`config.mk`:
```
export PLATFORM = sky130hd
export DESIGN_NAME = sgev_top
export DESIGN_NICKNAME = d
export VERILOG_FILES = /design/src/verilog/sgev_pkg.sv /design/src/verilog/sgev_grp_if.sv /design/src/verilog/sgev_group.sv /design/src/verilog/sgev_sync.sv /design/src/verilog/sgev_top.sv
export SDC_FILE = /design/constraint.sdc
export NUM_CORES = 1
export LEC_CHECK = 0
export BUFFER_PORTS_ARGS = -buffer_cell sky130_fd_sc_hd__buf_2
export CAP_MARGIN = 10
export CORE_MARGIN = 1
export CORE_UTILIZATION = 25
export DETAILED_ROUTE_END_ITERATION = 8
export PLACE_DENSITY_LB_ADDON = 0.15
export RECOVER_POWER = 100
export SLEW_MARGIN = 20
export SYNTH_ARGS = -nofsm -noshare
export SYNTH_HDL_FRONTEND = slang
export SYNTH_SLANG_ARGS = --single-unit
```
`constraint.sdc`:
```
create_clock -name pclk -period 4.2 [get_ports pclk]
set_input_delay 0.42 -clock pclk [delete_from_list [all_inputs] [get_ports pclk]]
set_output_delay 0.42 -clock pclk [all_outputs]
set_load 0.02 [all_outputs]
```
`src/verilog/sgev_pkg.sv`:
```
// ============================================================
// shared constants of the status group event summary block
// ============================================================
package sgev_pkg;

  // ==========================================================
  // group layout
  // ==========================================================
  localparam int SGEV_NGRP = 5;          // number of status groups
  localparam int SGEV_W = 16;            // storage width of every group
  localparam int SGEV_G_OPER = 0;        // operation group
  localparam int SGEV_G_QUES = 1;        // questionable group
  localparam int SGEV_G_DEV = 2;         // device group
  localparam int SGEV_G_STD = 3;         // standard event group
  localparam int SGEV_G_STB = 4;         // status byte group
  localparam int SGEV_SYNC_W = 58;       // all raw status pins, concatenated

  // implemented bits per group; upper byte of 8-bit groups and bit 15 stay zero
  localparam logic [15:0] SGEV_VALID [SGEV_NGRP] = '{
    16'h7fff, 16'h7fff, 16'h7fff, 16'h003d, 16'h00be
  };

  // status byte bit positions
  localparam int SGEV_STB_DEV = 1;
  localparam int SGEV_STB_ERR = 2;
  localparam int SGEV_STB_QUES = 3;
  localparam int SGEV_STB_MAV = 4;
  localparam int SGEV_STB_STD = 5;
  localparam int SGEV_STB_OPER = 7;

  // ==========================================================
  // register map (byte addresses, 12-bit window)
  // ==========================================================
  localparam logic [2:0] SGEV_REG_COND = 3'h0;    // +0x00 live condition, read only
  localparam logic [2:0] SGEV_REG_PTR = 3'h1;     // +0x04 rising filter
  localparam logic [2:0] SGEV_REG_NTR = 3'h2;     // +0x08 falling filter
  localparam logic [2:0] SGEV_REG_EVT = 3'h3;     // +0x0c event, read clears
  localparam logic [2:0] SGEV_REG_ENA = 3'h4;     // +0x10 enable mask
  localparam logic [11:0] SGEV_OFF_CTRL = 12'h100;     // action bits, write only
  localparam logic [11:0] SGEV_OFF_IRQ_STAT = 12'h104; // sticky, write one to clear
  localparam logic [11:0] SGEV_OFF_IRQ_MASK = 12'h108; // interrupt mask
  localparam int SGEV_CTRL_CLS = 0;       // clear-status action
  localparam int SGEV_CTRL_PRESET = 1;    // status preset action

  // ==========================================================
  // values after reset and after preset
  // ==========================================================
  localparam logic [15:0] SGEV_RST_NTR = 16'h0000;
  localparam logic [15:0] SGEV_RST_ENA = 16'h0000;
  localparam logic [15:0] SGEV_PRESET_PTR = 16'hffff;
  localparam logic [15:0] SGEV_PRESET_NTR = 16'h0000;
  localparam logic [4:0] SGEV_RST_IRQ = 5'h00;

endpackage : sgev_pkg

```
`src/verilog/sgev_grp_if.sv`:
```
`timescale 1ns/1ps
// ============================================================
// carrier between the register file and one status group
// ============================================================
interface sgev_grp_if;
  logic [15:0] cond;   // synchronised condition
  logic [15:0] ptr;    // rising filter
  logic [15:0] ntr;    // falling filter
  logic [15:0] ena;    // enable mask
  logic [15:0] clr;    // bits cleared by an event read
  logic cls;           // clear-status pulse
  logic [15:0] evt;    // latched events
  logic summ;          // summary bit
  modport ctl (output cond, ptr, ntr, ena, clr, cls, input evt, summ);
  modport grp (input cond, ptr, ntr, ena, clr, cls, output evt, summ);
endinterface : sgev_grp_if

```
`src/verilog/sgev_group.sv`:
```
`timescale 1ns/1ps
// ============================================================
// one status group: transition filter, event latch, summary
// ============================================================
module sgev_group #(
  parameter logic [15:0] VALID = 16'hffff
) (
  // clock and reset
  input wire logic pclk,
  input wire logic presetn,
  // register file side
  sgev_grp_if.grp bus
);
  logic [15:0] prev_r;   // condition one cycle ago
  logic primed_r;        // prev_r holds a real sample
  logic [15:0] evt_r;    // sticky events
  logic [15:0] rise_w;   // qualified 0 to 1 edges
  logic [15:0] fall_w;   // qualified 1 to 0 edges
  logic [15:0] set_w;    // bits to set this cycle
  logic [15:0] evt_nxt;  // next event value

  // edges are only trusted once prev_r was loaded; a pin high at reset still shows as a rise, since the synchroniser starts at zero
  assign rise_w = bus.cond & ~prev_r & bus.ptr;
  assign fall_w = ~bus.cond & prev_r & bus.ntr;
  // both filters clear leaves the bit unable to set
  assign set_w = (rise_w | fall_w) & VALID & {16{primed_r}};
  // set wins over clear; a set bit just stays set, nothing counts
  assign evt_nxt = (evt_r & ~bus.clr & ~{16{bus.cls}}) | set_w;
  assign bus.evt = evt_r;
  // summary is combinational so a cleared event drops it at once
  assign bus.summ = |(evt_r & bus.ena);

  // condition history and event latch
  always_ff @(posedge pclk or negedge presetn) begin
    if (!presetn) begin
      prev_r <= 16'h0000;
      primed_r <= 1'b0;
      evt_r <= 16'h0000;
    end else begin
      prev_r <= bus.cond;
      primed_r <= 1'b1;
      evt_r <= evt_nxt;
    end
  end
endmodule : sgev_group

```
`src/verilog/sgev_sync.sv`:
```
`timescale 1ns/1ps
// ============================================================
// two-stage synchroniser for raw status pins
// ============================================================
module sgev_sync #(
  parameter int W = 1
) (
  // clock and reset
  input wire logic pclk,
  input wire logic presetn,
  // data
  input wire logic [W-1:0] d,
  output logic [W-1:0] q
);
  logic [W-1:0] meta_r; // first stage, read only by the second

  // plain double flop, bits are independent levels
  always_ff @(posedge pclk or negedge presetn) begin
    if (!presetn) begin
      meta_r <= '0;
      q <= '0;
    end else begin
      meta_r <= d;
      q <= meta_r;
    end
  end
endmodule : sgev_sync

```
`src/verilog/sgev_top.sv`:
```
// Our own choices: the register offsets and the APB slave port.
`timescale 1ns/1ps
// Functional notes
// - condition register follows inputs, read only
// - rising edge with rising filter sets event
// - falling edge with falling filter sets event
// - both filters set: any change sets event
// - both filters clear: never sets event
// - filters read-write, kept over clear and queries
// - preset: falling filter zeros, rising filter ones
// - event sticky until read or clear-status
// - repeated events while set: no effect
// - event register read only, writes ignored
// - summary is OR of event AND enable
// - enable read-write, kept over clear and queries
// - every group has enable read and write
// - summary falls right after event read clears
// - five groups: two common, three status
// - wide groups 16 bits, bit 15 zero
module sgev_top
  import sgev_pkg::*;
(
  // clock and reset
  input wire logic pclk,
  input wire logic presetn,
  // apb slave
  input wire logic [11:0] paddr,
  input wire logic psel,
  input wire logic penable,
  input wire logic pwrite,
  input wire logic [31:0] pwdata,
  output logic [31:0] prdata,
  output logic pready,
  output logic pslverr,
  // raw status inputs, asynchronous
  input wire logic [15:0] oper_cond_in,
  input wire logic [15:0] ques_cond_in,
  input wire logic [15:0] dev_cond_in,
  input wire logic [7:0] std_cond_in,
  input wire logic msg_avail_in,
  input wire logic err_queue_in,
  // summaries and interrupt
  output logic [4:0] group_summary,
  output logic service_request,
  output logic irq
);

  // ==========================================================
  // pin synchronisation
  // ==========================================================
  logic [SGEV_SYNC_W-1:0] raw_w;   // all pins in one word
  logic [SGEV_SYNC_W-1:0] sync_w;  // same, two flops later

  assign raw_w = {err_queue_in, msg_avail_in, std_cond_in, dev_cond_in,
                  ques_cond_in, oper_cond_in};

  // one instance covers every pin; bits cross independently
  sgev_sync #(.W(SGEV_SYNC_W)) u_sync (
    .pclk(pclk),
    .presetn(presetn),
    .d(raw_w),
    .q(sync_w)
  );

  // ==========================================================
  // groups
  // ==========================================================
  sgev_grp_if gi [SGEV_NGRP] ();   // one carrier per group
  logic [15:0] cond_w [SGEV_NGRP]; // condition per group
  logic [15:0] ptr_r [SGEV_NGRP];  // rising filters
  logic [15:0] ntr_r [SGEV_NGRP];  // falling filters
  logic [15:0] ena_r [SGEV_NGRP];  // enable masks
  logic [15:0] grp_rd_w [SGEV_NGRP]; // read value per group
  logic [4:0] summ_w;              // summary per group

  // conditions pass straight through, no latch on the way
  assign cond_w[SGEV_G_OPER] = sync_w[15:0] & SGEV_VALID[SGEV_G_OPER];
  assign cond_w[SGEV_G_QUES] = sync_w[31:16] & SGEV_VALID[SGEV_G_QUES];
  assign cond_w[SGEV_G_DEV] = sync_w[47:32] & SGEV_VALID[SGEV_G_DEV];
  assign cond_w[SGEV_G_STD] = {8'h00, sync_w[55:48]} & SGEV_VALID[SGEV_G_STD];

  // status byte sits on top of the others; no loop since it reads their summaries and two pins, never its own
  always_comb begin
    cond_w[SGEV_G_STB] = 16'h0000;
    cond_w[SGEV_G_STB][SGEV_STB_DEV] = summ_w[SGEV_G_DEV];
    cond_w[SGEV_G_STB][SGEV_STB_ERR] = sync_w[57];
    cond_w[SGEV_G_STB][SGEV_STB_QUES] = summ_w[SGEV_G_QUES];
    cond_w[SGEV_G_STB][SGEV_STB_MAV] = sync_w[56];
    cond_w[SGEV_G_STB][SGEV_STB_STD] = summ_w[SGEV_G_STD];
    cond_w[SGEV_G_STB][SGEV_STB_OPER] = summ_w[SGEV_G_OPER];
  end

  // ==========================================================
  // apb decode
  // ==========================================================
  logic setup_w;     // first cycle of a transfer
  logic access_w;    // completing cycle, pready is always high
  logic wr_w;        // write takes effect now
  logic rd_w;        // read completes now
  logic [2:0] gidx_w; // addressed group
  logic [2:0] ridx_w; // addressed register inside the group
  logic hit_grp_w;   // group register addressed
  logic hit_ctrl_w;  // action register
  logic hit_stat_w;  // interrupt status
  logic hit_mask_w;  // interrupt mask
  logic hit_w;       // any mapped word
  logic preset_w;    // preset action this cycle
  logic cls_w;       // clear-status action this cycle
  logic [31:0] rdata_w; // selected read word
  logic [31:0] prdata_r; // captured read word

  assign setup_w = psel & ~penable;
  assign access_w = psel & penable;
  assign wr_w = access_w & pwrite;
  assign rd_w = access_w & ~pwrite;
  assign gidx_w = paddr[7:5];
  assign ridx_w = paddr[4:2];
  assign hit_grp_w = (paddr[11:8] == 4'h0) & (gidx_w < 3'(SGEV_NGRP)) &
                     (ridx_w <= SGEV_REG_ENA) & (paddr[1:0] == 2'h0);
  assign hit_ctrl_w = (paddr == SGEV_OFF_CTRL);
  assign hit_stat_w = (paddr == SGEV_OFF_IRQ_STAT);
  assign hit_mask_w = (paddr == SGEV_OFF_IRQ_MASK);
  assign hit_w = hit_grp_w | hit_ctrl_w | hit_stat_w | hit_mask_w;
  // filters are only touched by writes and preset, never by queries or clear
  assign preset_w = wr_w & hit_ctrl_w & pwdata[SGEV_CTRL_PRESET];
  assign cls_w = wr_w & hit_ctrl_w & pwdata[SGEV_CTRL_CLS];

  // zero wait states; unmapped words answer with an error
  assign pready = 1'b1;
  assign pslverr = access_w & ~hit_w;
  assign prdata = prdata_r;

  // ==========================================================
  // per-group registers
  // ==========================================================
  genvar g;
  generate
    for (g = 0; g < SGEV_NGRP; g++) begin : gen_grp
      logic sel_w;     // this group addressed
      logic wr_ptr_w;  // rising filter write
      logic wr_ntr_w;  // falling filter write
      logic wr_ena_w;  // enable write

      assign sel_w = hit_grp_w & (gidx_w == 3'(g));
      assign wr_ptr_w = wr_w & sel_w & (ridx_w == SGEV_REG_PTR);
      assign wr_ntr_w = wr_w & sel_w & (ridx_w == SGEV_REG_NTR);
      assign wr_ena_w = wr_w & sel_w & (ridx_w == SGEV_REG_ENA);

      // read mux; a write to the event word has no path, so it is ignored
      assign grp_rd_w[g] = (ridx_w == SGEV_REG_COND) ? cond_w[g] :
                           (ridx_w == SGEV_REG_PTR) ? ptr_r[g] :
                           (ridx_w == SGEV_REG_NTR) ? ntr_r[g] :
                           (ridx_w == SGEV_REG_EVT) ? gi[g].evt : ena_r[g];

      // filters: reset to the preset state
      always_ff @(posedge pclk or negedge presetn) begin
        if (!presetn) begin
          ptr_r[g] <= SGEV_PRESET_PTR & SGEV_VALID[g];
          ntr_r[g] <= SGEV_RST_NTR;
        end else if (preset_w) begin
          ptr_r[g] <= SGEV_PRESET_PTR & SGEV_VALID[g];
          ntr_r[g] <= SGEV_PRESET_NTR;
        end else begin
          if (wr_ptr_w) begin
            ptr_r[g] <= pwdata[15:0] & SGEV_VALID[g];
          end
          if (wr_ntr_w) begin
            ntr_r[g] <= pwdata[15:0] & SGEV_VALID[g];
          end
        end
      end

      // enable mask, untouched by clear-status and preset
      always_ff @(posedge pclk or negedge presetn) begin
        if (!presetn) begin
          ena_r[g] <= SGEV_RST_ENA;
        end else if (wr_ena_w) begin
          ena_r[g] <= pwdata[15:0] & SGEV_VALID[g];
        end
      end

      // carrier wiring; the read clears exactly the word captured at setup
      assign gi[g].cond = cond_w[g];
      assign gi[g].ptr = ptr_r[g];
      assign gi[g].ntr = ntr_r[g];
      assign gi[g].ena = ena_r[g];
      assign gi[g].clr = (rd_w & sel_w & (ridx_w == SGEV_REG_EVT)) ?
                         prdata_r[15:0] : 16'h0000;
      assign gi[g].cls = cls_w;
      assign summ_w[g] = gi[g].summ;

      sgev_group #(.VALID(SGEV_VALID[g])) u_grp (
        .pclk(pclk),
        .presetn(presetn),
        .bus(gi[g])
      );
    end
  endgenerate

  // ==========================================================
  // read path
  // ==========================================================
  logic [4:0] irq_stat_r; // sticky summary rises
  logic [4:0] irq_mask_r; // interrupt mask
  logic [4:0] summ_prev_r; // summaries one cycle ago
  logic [4:0] irq_set_w;  // rises this cycle
  logic [4:0] irq_clr_w;  // write-one-to-clear bits

  // control word reads zero; its bits are actions, not state
  assign rdata_w = hit_grp_w ? {16'h0000, grp_rd_w[gidx_w]} :
                   hit_stat_w ? {27'h0000000, irq_stat_r} :
                   hit_mask_w ? {27'h0000000, irq_mask_r} : 32'h00000000;

  // captured in setup so the value read is the value cleared
  always_ff @(posedge pclk or negedge presetn) begin
    if (!presetn) begin
      prdata_r <= 32'h00000000;
    end else if (setup_w & ~pwrite) begin
      prdata_r <= rdata_w;
    end
  end

  // ==========================================================
  // interrupt
  // ==========================================================
  assign irq_set_w = summ_w & ~summ_prev_r;
  assign irq_clr_w = (wr_w & hit_stat_w) ? pwdata[4:0] : 5'h00;

  // sticky status, a rise in the clearing cycle wins
  always_ff @(posedge pclk or negedge presetn) begin
    if (!presetn) begin
      irq_stat_r <= SGEV_RST_IRQ;
      summ_prev_r <= 5'h00;
    end else begin
      irq_stat_r <= (irq_stat_r & ~irq_clr_w) | irq_set_w;
      summ_prev_r <= summ_w;
    end
  end

  // mask register
  always_ff @(posedge pclk or negedge presetn) begin
    if (!presetn) begin
      irq_mask_r <= SGEV_RST_IRQ;
    end else if (wr_w & hit_mask_w) begin
      irq_mask_r <= pwdata[4:0];
    end
  end

  assign irq = |(irq_stat_r & irq_mask_r);
  assign group_summary = summ_w;
  assign service_request = summ_w[SGEV_G_STB];

  logic run_r; // history valid, mirrors the groups' primed flag
  always_ff @(posedge pclk or negedge presetn) begin
    if (!presetn) begin
      run_r <= 1'b0;
    end else begin
      run_r <= 1'b1;
    end
  end

  logic [15:0] keep0_w; // bits of group 0 that must survive
  assign keep0_w = gi[0].evt & ~gi[0].clr & ~{16{gi[0].cls}};
endmodule : sgev_top
```
==> impl_summary.log <==
INFO  metric status = finished with violations
INFO  metric violations = capacitance limit, slew limit
INFO  metric timing.critical_path.max_delay_family = buffers and inverters
INFO  metric yosys.cell_count.top_type = sky130_fd_sc_hd__dfrtp_1
INFO  metric clk_path_buf_depth = 3
INFO  metric die_h = 281 um
INFO  metric fin_nets = 1,970
INFO  metric finalWeightedCongestion = 0.847
INFO  metric worst_hold_slack = 184 ps
INFO  metric path_class_of_the_lowest_slack_min_delay_path = in2reg
INFO  metric route.detailed.drc = 0
INFO  metric timing.critical_path.slowest_stage_cell = sky130_fd_sc_hd__clkbuf_1
INFO  metric floorplan_row_count = 102
INFO  metric cellPowerDensity = 410 mW/mm2
INFO  metric post-dp-hpwl = 48.8 mm
INFO  metric synth_largest_type_area_fraction = 48.8%
INFO  metric finished_core_util = roughly 30%
INFO  metric cts.repair.resized = 0
INFO  metric total_count_of_hold_check_failures_in_the_final_report = 0
INFO  metric critical_path.startpoint_type = input pin
INFO  metric grt_overflow_total = 0
INFO  metric worst_clock_skew = 18.5 ps
INFO  metric tightestPinTransition = 2940 ps
INFO  metric start_util = about a quarter
INFO  metric worstPathRequired = between 4000 and 5000 ps
INFO  metric drt_pass1_iterations = 5
INFO  metric wl_per_cell = 25.3 um
INFO  metric overall_global_routing_usage = 19.1%
INFO  metric vdd_ir_drop_max = 0.300 mV
INFO  metric synth.yosys.warnings = 0
INFO  metric top_cell_types_by_occurrence_after_synthesis = sky130_fd_sc_hd__dfrtp_1, sky130_fd_sc_hd__nand2_1, sky130_fd_sc_hd__o21ai_0, sky130_fd_sc_hd__mux2i_1, sky130_fd_sc_hd__nor2_1
INFO  metric cell_chosen_for_the_clock_root = sky130_fd_sc_hd__clkbuf_16
INFO  metric total_power = about 9500 uW
INFO  metric grt_setup_unrepaired = false
INFO  metric worst-path-max-fanout = 31
INFO  metric antenna_violating_nets_post_route = 0
INFO  metric portBuffers = 107
INFO  metric nFillCells = 8,077
INFO  metric final_max_slew_viol_count = 132
INFO  metric synth-edff-count = 0
INFO  metric dieWidth = 281 um
INFO  metric final_period_minus_worst_setup_slack = 3440 ps
INFO  metric htreeDepth = 2
INFO  metric tritoncts = yes
INFO  metric post_route_cells_drive_above_1_share = 19.0%
INFO  metric setup_tns = 0 ps
INFO  metric category_of_the_worst_setup_path_capture_point = flip-flop
INFO  metric routed-via-count = 14,700
INFO  metric cts_buffers = slightly above 50
INFO  metric area.growth.synth_to_final = 19.3%
INFO  metric placeableCoreArea = 0.0773 mm2
INFO  metric min_period_over_period = 81.8%
INFO  metric drt_iter0_drcs = 1,096
INFO  metric timing.critical_path.slowest_cell_delay = between 1000 and 1500 ps
INFO  metric first_global_vias = 15,000
INFO  metric setup_viol_count_final = 0
INFO  metric post_synth_num_cell_types = 75
INFO  metric max_clock_freq = slightly below 0.3 GHz
INFO  metric slew_headroom = -95.9%
INFO  metric postSynth.asyncResetShare = 100%
INFO  metric synthCells = 1,712
INFO  metric critical_path_buf_inv_count = 3
INFO  metric synth_area_leader_cell = sky130_fd_sc_hd__dfrtp_1
INFO  metric p_leak = 0.00981 uW
INFO  metric post_synth_instance_area = 0.0195 mm2
INFO  metric vias_per_cell = about 5
INFO  metric clock_sinks = approximately 440
INFO  metric maxCapViolations = 2
INFO  metric synth_top_flop_cell = sky130_fd_sc_hd__dfrtp_1
INFO  metric synthesis.area_per_instance = 11.4 um2
INFO  metric maximum_number_of_pins_on_one_net_before_global_route_repair = around 100
INFO  metric criticalPathCategory = in2reg
INFO  metric setup_slack = 764 ps
INFO  metric die_area = just under 0.08 mm2
INFO  metric clkLatencyLatePin = 620 ps
INFO  metric antenna_violations_before_repair = 1
INFO  metric ffs_latches_synth = between 400 and 500
INFO  metric path_clk_slew = 60 ps
INFO  metric pin_count = ~150
INFO  metric seq_area_frac_synth = 56.3%
INFO  metric drt_wl_total = 74.6 mm
INFO  metric cp_data_arrival_time = roughly 4000 ps
INFO  metric cpMostUsedCell = sky130_fd_sc_hd__clkbuf_1
INFO  metric placement.setup.worst_slack = between 1000 and 1500 ps
INFO  metric timing.critical_path.cells = clkbuf_1 -> inv_1 -> or4_1 -> nor2_2 -> clkbuf_1 -> mux2_2
INFO  metric synth.top_cells.by_area = sky130_fd_sc_hd__dfrtp_1, sky130_fd_sc_hd__dfstp_2, sky130_fd_sc_hd__nand2_1, sky130_fd_sc_hd__mux2i_1, sky130_fd_sc_hd__mux2_2
INFO  metric grt_first_pass_wirelength = 110 mm
-- tightest hold or removal path: cells and delay by family --
kind,cells,cell delay [ps]
buffers and inverters,1,200
AND/OR/NAND/NOR,2,160
-- per-layer routing --
metal / up-vias / share of wire, % / global-route usage [%]
met5: - / 0 / 0
met4: 0 / 2.0 / 4.26
met3: 91 / 4.9 / 2.81
met2: 426 / 48 / 31.5
met1: 7660 / 45 / 26.2
li1: 6529 / - / -
-- logic make-up after synthesis --
group,Yosys count,share of synthesized area (%)
simple gates,514,12.6
other cells,2,0.0385
buf+inv,150,4.12
flops,436,56.3
compound gates,423,15.2
mux,187,11.7
-- through the flow --
step / instances / instance area, um2
floorplan: 1728 / 19600
global placement: 2797 / 21200
detailed placement: 2797 / 21200
CTS: 2946 / 23500
global route: 2947 / 23200
finish: 2949 / 23200
-- cell usage in the layout (no fill, tap or decap), drive strengths merged, types with 5 or more instances in the layout --
master	count
dfrtp	380
nand2	299
clkbuf	138
o21ai	110
buf	109
mux2i	86
mux2	83
nor2	72
a21oi	60
a32o	56
dfstp	56
dlygate4sd3	53
a22oi	45
nand3	39
o22ai	33
nand3b	25
o211ai	25
nor3	20
mux4	18
conb	18
a221oi	17
inv	17
nor2b	13
a2bb2oi	12
a221o	8
clkinv	8
nand2b	7
a31oi	7
and3	7
nand4b	6
a222oi	5
nand4	5
-- path summary, 6_finish.rpt --
| path | start | to | slack (ps) | depth (start not counted) |
|---|---|---|---|---|
| max in group asynchronous | presetn | gi[1].ena[4] | 1170 | 2 |
| min in group asynchronous | presetn | u_sync.meta_r[40] | 1270 | 2 |
| worst max register to register | gen_grp[0].u_grp.bus.evt[2] | prdata[7] | 1760 | 6 |
| worst max-delay path | paddr[4] | gi[2].ena[10] | 760 | 6 |
| worst min-delay path | pwdata[9] | gi[2].ptr[9] | 180 | 3 |
| worst min register to register | u_sync.meta_r[5] | u_sync.q[5] | 350 | 0 |
-- flip-flops by register name (all words and copies together), names as in the netlist --
| signal | flops |
|---|---|
| irq_stat_r | 5 |
| gen_grp.u_grp.bus.evt | 80 |
| summ_prev_r | 5 |
| u_sync.q | 52 |
| u_sync.meta_r | 52 |
| gi.ptr | 56 |
| gen_grp.u_grp.primed_r | 1 |
| gen_grp.u_grp.prev_r | 52 |
| irq_mask_r | 5 |
| gi.ena | 56 |
| gi.ntr | 56 |
| prdata | 16 |
-- layout make-up --
type                       count  area (um2)  share of cell area (%)
clock buffer                  83        1540                    6.61
sequential                   436       11000                    47.2
multi-input combinational   1142        7690                    33.1
inverter                      15        56.3                   0.242
antenna                        3        7.51                  0.0323
clock inverter                13         159                   0.683
tap                         1040        1300                    5.60
timing repair buffer         217        1510                    6.50
-- repair_timing --
| action | CTS | global route |
|---|---|---|
| hold buffers | 53 | 0 |
| buffers inserted | 0 | 0 |
| hold endpoints to repair | 135 | 0 |
-- power breakdown --
group	internal, uW	leakage (uW)	switching, uW
logic	179	0.00350	389
clock network	2680	0.000835	1860
registers	4300	0.00547	130
total	7160	0.00981	2380
Power figures use the tool's default switching activity.
